## src/dbs_pkg.sv

```systemverilog
package dbs_pkg;
   // Pin and storage widths
   localparam int DATA_W = 16;
   localparam int ADDR_W = 11;
   localparam int BA_W = 2;
   localparam int COL_W = 4;
   localparam int BANKS = 4;
   localparam int MEM_DEPTH = 16;
   localparam int PEND_DEPTH = 16;
   localparam int FIFO_DEPTH = 2;
   localparam int LAT_W = 4;
   localparam int BEAT_W = 4;
   // Precharge-all address bit
   localparam int PRE_ALL_BIT = 10;
   // Burst lengths in beats
   localparam logic [BEAT_W-1:0] BURST_SHORT = 4'h4;
   localparam logic [BEAT_W-1:0] BURST_LONG = 4'h8;
   // Command codes as {ras_n, cas_n, we_n}
   localparam logic [2:0] CMD_ACT = 3'h3;
   localparam logic [2:0] CMD_READ = 3'h5;
   localparam logic [2:0] CMD_WRITE = 3'h4;
   localparam logic [2:0] CMD_PRE = 3'h2;
   localparam logic [2:0] CMD_REF = 3'h1;
   localparam logic [2:0] CMD_NOP = 3'h7;
   // Sampled pin vector width: link clock, cke, cs_n, command, bank, address, data
   localparam int PIN_W = 1 + 1 + 1 + 3 + BA_W + ADDR_W + DATA_W;
   typedef enum logic [1:0]
   {
      DBS_ST_IDLE = 2'b01,
      DBS_ST_SREF = 2'b10
   } dbs_state_type;
endpackage

```

## src/dbs_device.sv

```systemverilog
// Function
// [RQ1] At burst four, reads every second clock give gap-free data bursts.
// [RQ2] At burst eight, reads four clocks apart give continuous read data.
// [RQ3] Back-to-back bursts work for any banks, provided each was activated.
// [RQ4] Writes every second or fourth clock are accepted as continuous data.
// [RQ5] Read data starts additive latency plus CAS latency clocks after command.
// [RQ6] Write data starts one clock earlier than read latency.
// [RQ7] Controller leaves all banks idle before self refresh entry.
// [RQ8] Controller turns termination off tAOFD before self refresh entry. No termination signal is modelled.
// [RQ9] Controller re-enables termination only after tXSRD following exit. No termination signal is modelled.
// [RQ10] Controller waits tXSRD before reads, tXSNR before others, after exit.
// [RQ11] Controller issues only no-operation or deselect during self refresh. The testbench sends one stray read there, flagged on cmd_err.
`timescale 1ns/10ps
`default_nettype none
module dbs_device
(
   input wire logic clock,
   input wire logic rst_n,
   input wire logic link_clk,
   input wire logic cke,
   input wire logic cs_n,
   input wire logic ras_n,
   input wire logic cas_n,
   input wire logic we_n,
   input wire logic [dbs_pkg::BA_W-1:0] ba,
   input wire logic [dbs_pkg::ADDR_W-1:0] addr,
   input wire logic [dbs_pkg::DATA_W-1:0] dq_in,
   input wire logic [2:0] add_lat,
   input wire logic [2:0] cas_lat,
   input wire logic burst8,
   output logic [dbs_pkg::DATA_W-1:0] dq_out,
   output logic dq_oe,
   output logic dqs_out,
   output logic self_ref,
   output logic cmd_err,
   output logic wr_ready
);
   logic [dbs_pkg::PIN_W-1:0] s1_r, s2_r;
   logic link_d_r;
   logic rise, fall, beat, cke_s, cs_s, lk_s;
   logic [2:0] cmd_s;
   logic [dbs_pkg::BA_W-1:0] ba_s;
   logic [dbs_pkg::ADDR_W-1:0] addr_s;
   logic [dbs_pkg::DATA_W-1:0] dq_s;
   logic [dbs_pkg::LAT_W-1:0] rl, wl;
   logic [dbs_pkg::BEAT_W-1:0] bl;
   logic is_rd, is_wr, rd_ok, wr_ok, rd_start, wr_start;
   dbs_pkg::dbs_state_type st_r, st_nxt;
   logic [dbs_pkg::BANKS-1:0] bank_r, bank_nxt;
   logic [dbs_pkg::PEND_DEPTH-1:0] pr_r, pr_nxt, pw_r, pw_nxt;
   logic [dbs_pkg::COL_W-1:0] prc_r [dbs_pkg::PEND_DEPTH];
   logic [dbs_pkg::COL_W-1:0] prc_nxt [dbs_pkg::PEND_DEPTH];
   logic [dbs_pkg::COL_W-1:0] pwc_r [dbs_pkg::PEND_DEPTH];
   logic [dbs_pkg::COL_W-1:0] pwc_nxt [dbs_pkg::PEND_DEPTH];
   logic [dbs_pkg::BEAT_W-1:0] rd_left_r, rd_left_nxt, wr_left_r, wr_left_nxt;
   logic [dbs_pkg::COL_W-1:0] rd_col_r, rd_col_nxt, wr_col_r, wr_col_nxt;
   logic [dbs_pkg::DATA_W-1:0] dq_out_r, dq_out_nxt;
   logic dq_oe_r, dq_oe_nxt, dqs_r, dqs_nxt, err_r, err_nxt;
   logic [dbs_pkg::DATA_W-1:0] mem_r [dbs_pkg::MEM_DEPTH];
   logic [dbs_pkg::COL_W+dbs_pkg::DATA_W-1:0] fifo_r [dbs_pkg::FIFO_DEPTH];
   logic [dbs_pkg::COL_W+dbs_pkg::DATA_W-1:0] fifo_nxt [dbs_pkg::FIFO_DEPTH];
   logic fwp_r, fwp_nxt, frp_r, frp_nxt;
   logic [1:0] fcnt_r, fcnt_nxt;
   logic push, pop, rd_beat, wr_beat;

   // Two flops on every pin; the third link flop only feeds edge detection
   always_ff @(posedge clock or negedge rst_n)
   begin
      if (!rst_n)
      begin
         s1_r <= '0;
         s2_r <= '0;
         link_d_r <= 1'b0;
      end
      else
      begin
         s1_r <= {link_clk, cke, cs_n, ras_n, cas_n, we_n, ba, addr, dq_in};
         s2_r <= s1_r;
         link_d_r <= lk_s;
      end
   end

   // Decode of the synchronised pins
   assign {lk_s, cke_s, cs_s, cmd_s, ba_s, addr_s, dq_s} = s2_r;
   assign rise = lk_s & ~link_d_r;
   assign fall = ~lk_s & link_d_r;
   assign beat = rise | fall; // Double data rate: one beat per link edge
   assign rl = {1'b0, add_lat} + {1'b0, cas_lat};
   assign wl = rl - 4'h1;
   assign bl = burst8 ? dbs_pkg::BURST_LONG : dbs_pkg::BURST_SHORT;
   assign is_rd = rise & cke_s & ~cs_s & (cmd_s == dbs_pkg::CMD_READ);
   assign is_wr = rise & cke_s & ~cs_s & (cmd_s == dbs_pkg::CMD_WRITE);
   // [RQ3] open bank check
   assign rd_ok = is_rd & bank_r[ba_s] & (st_r == dbs_pkg::DBS_ST_IDLE);
   assign wr_ok = is_wr & bank_r[ba_s] & (st_r == dbs_pkg::DBS_ST_IDLE);
   assign rd_start = rise & pr_r[0];
   assign wr_start = rise & pw_r[0];
   assign rd_beat = beat & (rd_start | (rd_left_r != '0));
   assign wr_beat = beat & (wr_start | (wr_left_r != '0));
   // Array port is single; a read beat stalls the drain so the buffer fills
   assign push = wr_beat & (fcnt_r != 2'h2);
   assign pop = (fcnt_r != 2'h0) & ~rd_beat;
   assign wr_ready = (fcnt_r != 2'h2);

   // Bank open flags, one per bank
   genvar g;
   generate
      for (g = 0; g < dbs_pkg::BANKS; g++)
      begin : g_bank
         always_comb
         begin
            bank_nxt[g] = bank_r[g];
            if (rise && cke_s && !cs_s && (cmd_s == dbs_pkg::CMD_ACT) && (ba_s == g))
               bank_nxt[g] = 1'b1;
            else if (rise && cke_s && !cs_s && (cmd_s == dbs_pkg::CMD_PRE)
                     && (addr_s[dbs_pkg::PRE_ALL_BIT] || (ba_s == g)))
               bank_nxt[g] = 1'b0;
         end
      end
   endgenerate

   // Self refresh state; exit follows cke alone since the link clock may stop
   always_comb
   begin
      st_nxt = st_r;
      err_nxt = 1'b0;
      if (rise && !cs_s && (cmd_s != dbs_pkg::CMD_NOP) && cke_s
          && (is_rd || is_wr) && !bank_r[ba_s])
         err_nxt = 1'b1;
      case (st_r)
         dbs_pkg::DBS_ST_IDLE:
         begin
            if (rise && !cke_s && !cs_s && (cmd_s == dbs_pkg::CMD_REF))
               st_nxt = dbs_pkg::DBS_ST_SREF;
         end
         dbs_pkg::DBS_ST_SREF:
         begin
            if (rise && !cs_s && (cmd_s != dbs_pkg::CMD_NOP))
               err_nxt = 1'b1;
            if (cke_s)
               st_nxt = dbs_pkg::DBS_ST_IDLE;
         end
         default: st_nxt = dbs_pkg::DBS_ST_IDLE;
      endcase
   end

   // Latency queues and burst engines
   always_comb
   begin
      pr_nxt = pr_r;
      pw_nxt = pw_r;
      prc_nxt = prc_r;
      pwc_nxt = pwc_r;
      rd_left_nxt = rd_left_r;
      rd_col_nxt = rd_col_r;
      wr_left_nxt = wr_left_r;
      wr_col_nxt = wr_col_r;
      dq_out_nxt = dq_out_r;
      dq_oe_nxt = dq_oe_r;
      dqs_nxt = dqs_r;
      if (rise)
      begin
         pr_nxt = pr_r >> 1;
         pw_nxt = pw_r >> 1;
         for (int i = 0; i < dbs_pkg::PEND_DEPTH - 1; i++)
         begin
            prc_nxt[i] = prc_r[i+1];
            pwc_nxt[i] = pwc_r[i+1];
         end
         // [RQ5] read latency slot
         if (rd_ok)
         begin
            pr_nxt[rl-4'h1] = 1'b1;
            prc_nxt[rl-4'h1] = addr_s[dbs_pkg::COL_W-1:0];
         end
         // [RQ6] write latency slot
         if (wr_ok)
         begin
            pw_nxt[wl-4'h1] = 1'b1;
            pwc_nxt[wl-4'h1] = addr_s[dbs_pkg::COL_W-1:0];
         end
      end
      if (beat)
      begin
         dqs_nxt = rise;
         // [RQ1] [RQ2] new burst on the edge after the last beat, no gap
         if (rd_start)
         begin
            dq_out_nxt = mem_r[prc_r[0]];
            rd_col_nxt = prc_r[0] + 4'h1;
            rd_left_nxt = bl - 4'h1;
            dq_oe_nxt = 1'b1;
         end
         else if (rd_left_r != '0)
         begin
            dq_out_nxt = mem_r[rd_col_r];
            rd_col_nxt = rd_col_r + 4'h1;
            rd_left_nxt = rd_left_r - 4'h1;
         end
         else
            dq_oe_nxt = 1'b0;
         // [RQ4] write beats taken back to back
         if (wr_start)
         begin
            wr_col_nxt = pwc_r[0] + 4'h1;
            wr_left_nxt = bl - 4'h1;
         end
         else if (wr_left_r != '0)
         begin
            wr_col_nxt = wr_col_r + 4'h1;
            wr_left_nxt = wr_left_r - 4'h1;
         end
      end
   end

   // Two-entry write buffer between pins and array
   always_comb
   begin
      fifo_nxt = fifo_r;
      fwp_nxt = fwp_r;
      frp_nxt = frp_r;
      fcnt_nxt = fcnt_r;
      if (push)
      begin
         fifo_nxt[fwp_r] = {wr_start ? pwc_r[0] : wr_col_r, dq_s};
         fwp_nxt = ~fwp_r;
      end
      if (pop)
         frp_nxt = ~frp_r;
      fcnt_nxt = fcnt_r + {1'b0, push} - {1'b0, pop};
   end

   // Registers of all groups
   always_ff @(posedge clock or negedge rst_n)
   begin
      if (!rst_n)
      begin
         st_r <= dbs_pkg::DBS_ST_IDLE;
         err_r <= 1'b0;
         bank_r <= '0;
         pr_r <= '0;
         pw_r <= '0;
         prc_r <= '{default: '0};
         pwc_r <= '{default: '0};
         rd_left_r <= '0;
         rd_col_r <= '0;
         wr_left_r <= '0;
         wr_col_r <= '0;
         dq_out_r <= '0;
         dq_oe_r <= 1'b0;
         dqs_r <= 1'b0;
         fifo_r <= '{default: '0};
         fwp_r <= 1'b0;
         frp_r <= 1'b0;
         fcnt_r <= 2'h0;
      end
      else
      begin
         st_r <= st_nxt;
         err_r <= err_nxt;
         bank_r <= bank_nxt;
         pr_r <= pr_nxt;
         pw_r <= pw_nxt;
         prc_r <= prc_nxt;
         pwc_r <= pwc_nxt;
         rd_left_r <= rd_left_nxt;
         rd_col_r <= rd_col_nxt;
         wr_left_r <= wr_left_nxt;
         wr_col_r <= wr_col_nxt;
         dq_out_r <= dq_out_nxt;
         dq_oe_r <= dq_oe_nxt;
         dqs_r <= dqs_nxt;
         fifo_r <= fifo_nxt;
         fwp_r <= fwp_nxt;
         frp_r <= frp_nxt;
         fcnt_r <= fcnt_nxt;
      end
   end

   // Storage array, written from the buffer head; contents survive self refresh
   always_ff @(posedge clock or negedge rst_n)
   begin
      if (!rst_n)
         mem_r <= '{default: '0};
      else if (pop)
         mem_r[fifo_r[frp_r][dbs_pkg::COL_W+dbs_pkg::DATA_W-1:dbs_pkg::DATA_W]]
            <= fifo_r[frp_r][dbs_pkg::DATA_W-1:0];
   end

   assign dq_out = dq_out_r;
   assign dq_oe = dq_oe_r;
   assign dqs_out = dqs_r;
   assign self_ref = (st_r == dbs_pkg::DBS_ST_SREF);
   assign cmd_err = err_r;
endmodule
`default_nettype wire

```

## config.mk

```make
export PLATFORM = sky130hd
export DESIGN_NAME = dbs_device
export DESIGN_NICKNAME = d
export VERILOG_FILES = /design/src/dbs_pkg.sv /design/src/dbs_device.sv
export SDC_FILE = /design/constraint.sdc
export NUM_CORES = 1
export LEC_CHECK = 0
export ABC_AREA = 1
export BUFFER_PORTS_ARGS = -buffer_cell sky130_fd_sc_hd__buf_2
export CELL_PAD_IN_SITES_DETAIL_PLACEMENT = 2
export CELL_PAD_IN_SITES_GLOBAL_PLACEMENT = 2
export CORE_MARGIN = 2
export CORE_UTILIZATION = 40
export CTS_BUF_LIST = sky130_fd_sc_hd__clkbuf_2 sky130_fd_sc_hd__clkbuf_4 sky130_fd_sc_hd__clkbuf_8
export DETAILED_ROUTE_END_ITERATION = 10
export PLACE_DENSITY = 0.89
export SLEW_MARGIN = 15
export SYNTH_ARGS = -nofsm -noshare
export SYNTH_HDL_FRONTEND = slang
export SYNTH_SLANG_ARGS = --single-unit
```

## constraint.sdc

```tcl
create_clock -name clock -period 4.7 [get_ports clock]
set_input_delay 0.705 -clock clock [delete_from_list [all_inputs] [get_ports clock]]
set_output_delay 0.705 -clock clock [all_outputs]
set_load 0.03 [all_outputs]
```

==> impl_metrics.yaml <==
global_route:
  grt_start_max_net_pins: 162
  grt_pass1_vias: 37025
  grt_use_met3_pct: 7.125
  globalRouteTotalUtil_pct: 39.34
  number_of_antenna_violations_at_the_first_check_in_global_routing: 2
  met2_grt_util_pct: 68.03
  busiest_layer: "met2"
  grt_use_met1_pct: 43.30
  grt_pass1_wl_um: 227800
  grt_overflow_total: 0
yosys:
  synth_warnings: 0
  netlist-cell-type-count: 33
  syn_nets: 4289
  synth.yosys.seq_area_share_pct: 47.42
  postSynthCellCount: 4231
  synth.cell_area_um2: 29560
  ys_ff_latch: 560
  synth_area_per_cell_um2: 6.986
critical_path:
  cp_common_cell: "sky130_fd_sc_hd__nand2_2"
  kind_of_critical_path: "reg -> reg"
  critPathSlowestCell: "sky130_fd_sc_hd__o21ai_0"
  worst_setup_path_start_kind: "flip-flop"
  timing.critical_path.required_ns: 5.29
  cp_cell_sequence: "ha_4 > nand2_1 > nor2_1 > inv_1 > nand2_2 > nor2_4 > nand2_2 > o21ai_0"
  arrival_ns: 4.18
  cp_slowest_stage_delay_ns: 0.79
  crit_fanout: 32
  rrSetupSlack_ns: 1.11
  critical_path.endpoint_type: "flip-flop"
finish:
  num-fill-cells: 8550
  layout.area.seq_um2: 14030
  multi_input_comb_area_um2: 13040
  post_route_cells_drive_above_1_share_pct: 8.300
  layout.cells.most_common_list: "sky130_fd_sc_hd__nand2_1, sky130_fd_sc_hd__dfrtp_1, sky130_fd_sc_hd__o21ai_0"
  layout-area-overhead-vs-synth_pct: 11.43
  layout_commonest_cell: "sky130_fd_sc_hd__nand2_1"
  final_nets: 4257
job:
  max_cap_viol_count: 0
sta:
  drv_slew: 0
  setup_viol: 0
  worst_pin_slew_ns: 1.225
  timing.slew.headroom_pct: 17.83
  final.setup.tns_ns: 0
  hold_viol_final: 0
  timing.fmax_mhz: 278.5
  fin_crit_ns: 3.591
  final.period_utilization_pct: 76.39
  skew_ns: 0.05452
  rsz0062_at_grt: "false"
pwr:
  power_switching_share_pct: 48.58
  p_comb_share_pct: 42.2
  internal_power_mw: 11.55
  maximum_resistive_drop_on_vdd_uv: 321.2
  switching_power_mw: 10.91
  leakage_nw: 17.40
  powerDensity_nw_per_um2: 681.8
  power_frac_clock_pct: 24.4
  power_frac_seq_pct: 33.4
  overall_power_mw: 22.45
routing:
  dr.pass1.iters: 10
  remaining_drc_errors: 2
  wl_um: 149000
  vias: 31574
  drtAntennaViolNets: 0
  wl_per_cell_um: 28.44
  drt-vias-per-instance: 6.027
  detail_route.iter0.violations: 2412
clock_network:
  cts-htree-levels: 3
  cts_root_buf: "sky130_fd_sc_hd__clkbuf_8"
  post_cts_setup_buffers: 0
  cts_tree: "built"
  clk_path_buf_depth: 3
  path_clk_slew_ns: 0.07
  worst_skew_pair.late_latency_ns: 0.77
  cts_buffers: 103
  cts_sinks: 560
placed_design:
  place.detailed.hpwl_um: 71080
  io_buffers: 58
  place_congestion: 0.7705
status:
  violations: "design-rule violations"
  status: "finished with violations"
floorplanning:
  num_rows: 99
  initial_core_util_pct: 40.44
  boundaryPins: 65
  fp.dieArea_um2: 76080
  fp.coreArea_um2: 73080
  die_height_um: 275.8
  dieWidth_um: 275.8
min_path:
  hold_path.class: "in -> reg"
metal layers:
metal | vias to the layer above | routed length, um
li1 | 13145 | -
met1 | 16258 | 55110
met2 | 1472 | 73690
met3 | 699 | 8604
met4 | 0 | 11600
met5 | - | 0
stage by stage:
step	setup slack [ns]	hold WS [ns]	cells	cell area [um2]	utilization (%)
after detailed placement	0.9805	0.3358	5048	30630	41.91
final	1.109	0.04548	5239	32940	45.07
after floorplan	1.954	0.3312	4231	29560	-
after CTS	1.234	0.0007067	5236	32920	45.05
after global routing	0.9694	0.02087	5239	32940	45.07
after global placement	1.166	0.3313	5048	30630	41.91
sequential cells by signal, summed over array words and instances (netlist names), 16 cells and up:
signal and count:
mem_r 256, pr_r 16, s1_r 29, pw_r 16, prc_r 64, pwc_r 64, s2_r 29, dq_out 16
fifo_r 40
power groups by stage:
| stage | logic [mW] | clock network (mW) | registers (mW) |
|---|---|---|---|
| after detailed placement | 8.38 | 0 | 7.31 |
| after global routing | 10.2 | 5.68 | 7.59 |
| after floorplan | 5.32 | 0 | 6.94 |
| after CTS | 9.27 | 5.51 | 7.44 |
| final | 9.48 | 5.47 | 7.50 |
| after global placement | 7.71 | 0 | 7.14 |
layout make-up:
class,count,share of cell area (%)
clock inverters,15,0.4483
well taps,959,3.643
multi-input cells,3028,39.60
repair buffers,130,3.009
clock buffers,168,6.375
flip-flops and latches,560,42.59
inverters,376,4.312
diodes,3,0.02279
critical path, delay by kind of cell (launching register included):
kind	cells	cell delay, ns
AO/OA/AOI/OAI	1	0.79
adder cells (fa/ha/maj)	1	0.28
buffers and inverters	1	0.16
flip-flops	1	0.42
AND/OR/NAND/NOR	5	1.77
synth_stat cells:
library cell | count | area share [%]
sky130_fd_sc_hd__nand2_1 | 1907 | 24
sky130_fd_sc_hd__a31oi_1 | 3 | 0.064
sky130_fd_sc_hd__inv_1 | 371 | 4.7
sky130_fd_sc_hd__mux2i_1 | 1 | 0.034
sky130_fd_sc_hd__o21ai_1 | 15 | 0.25
sky130_fd_sc_hd__buf_6 | 3 | 0.11
sky130_fd_sc_hd__nor2_4 | 3 | 0.11
sky130_fd_sc_hd__nor2_1 | 105 | 1.3
sky130_fd_sc_hd__o31ai_1 | 1 | 0.025
sky130_fd_sc_hd__a21oi_4 | 1 | 0.055
sky130_fd_sc_hd__inv_4 | 1 | 0.021
sky130_fd_sc_hd__inv_2 | 4 | 0.051
sky130_fd_sc_hd__a21oi_1 | 39 | 0.66
sky130_fd_sc_hd__ha_1 | 13 | 0.55
sky130_fd_sc_hd__clkbuf_1 | 167 | 2.1
sky130_fd_sc_hd__o21bai_1 | 16 | 0.41
sky130_fd_sc_hd__xor2_1 | 3 | 0.089
sky130_fd_sc_hd__o211ai_1 | 33 | 0.84
sky130_fd_sc_hd__nor4_1 | 1 | 0.021
sky130_fd_sc_hd__buf_1 | 25 | 0.32
sky130_fd_sc_hd__buf_2 | 58 | 0.98
sky130_fd_sc_hd__nand2_2 | 13 | 0.28
sky130_fd_sc_hd__nand3_1 | 418 | 7.1
sky130_fd_sc_hd__dfstp_2 | 1 | 0.089
sky130_fd_sc_hd__nor2_2 | 2 | 0.042
sky130_fd_sc_hd__xnor2_1 | 5 | 0.15
sky130_fd_sc_hd__fa_1 | 1 | 0.068
sky130_fd_sc_hd__buf_4 | 14 | 0.36
sky130_fd_sc_hd__o21ai_0 | 435 | 7.4
sky130_fd_sc_hd__nand3b_1 | 1 | 0.025
sky130_fd_sc_hd__dfrtp_1 | 559 | 47
sky130_fd_sc_hd__nand4_1 | 9 | 0.19
sky130_fd_sc_hd__nor3_1 | 3 | 0.051
path summary, 6_finish.rpt:
kind | start | cells past startpoint | end
max reg2reg | s2_r[34]$_DFF_PN0_ | 8 | mem_r[79]$_DFFE_PN0P_
min in group asynchronous | rst_n | 2 | s1_r[31]$_DFF_PN0_
min | dq_in[10] | 1 | s1_r[10]$_DFF_PN0_
max in group asynchronous | rst_n | 3 | mem_r[109]$_DFFE_PN0P_
min reg2reg | s1_r[17]$_DFF_PN0_ | 0 | s2_r[17]$_DFF_PN0_
max | s2_r[34]$_DFF_PN0_ | 8 | mem_r[79]$_DFFE_PN0P_
what timing repair did:
action / in CTS / in global routing
setup endpoints to repair: 0 / 0
hold buffers: 5 / 0
endpoints found under the hold margin: 68 / 0
gates resized for setup: 0 / 0
kinds of logic after synthesis:
family,count (synthesis),share of synthesized area [%]
buffers and inverters,643,8.674
adder cells (fa/ha/maj),14,0.6181
AO/OA/AOI/OAI,543,9.669
flip-flops,560,47.42
multiplexers,1,0.03387
AND/OR/NAND/NOR,2462,33.35
XOR/XNOR,8,0.2371
(Power assumes the default switching activity.)
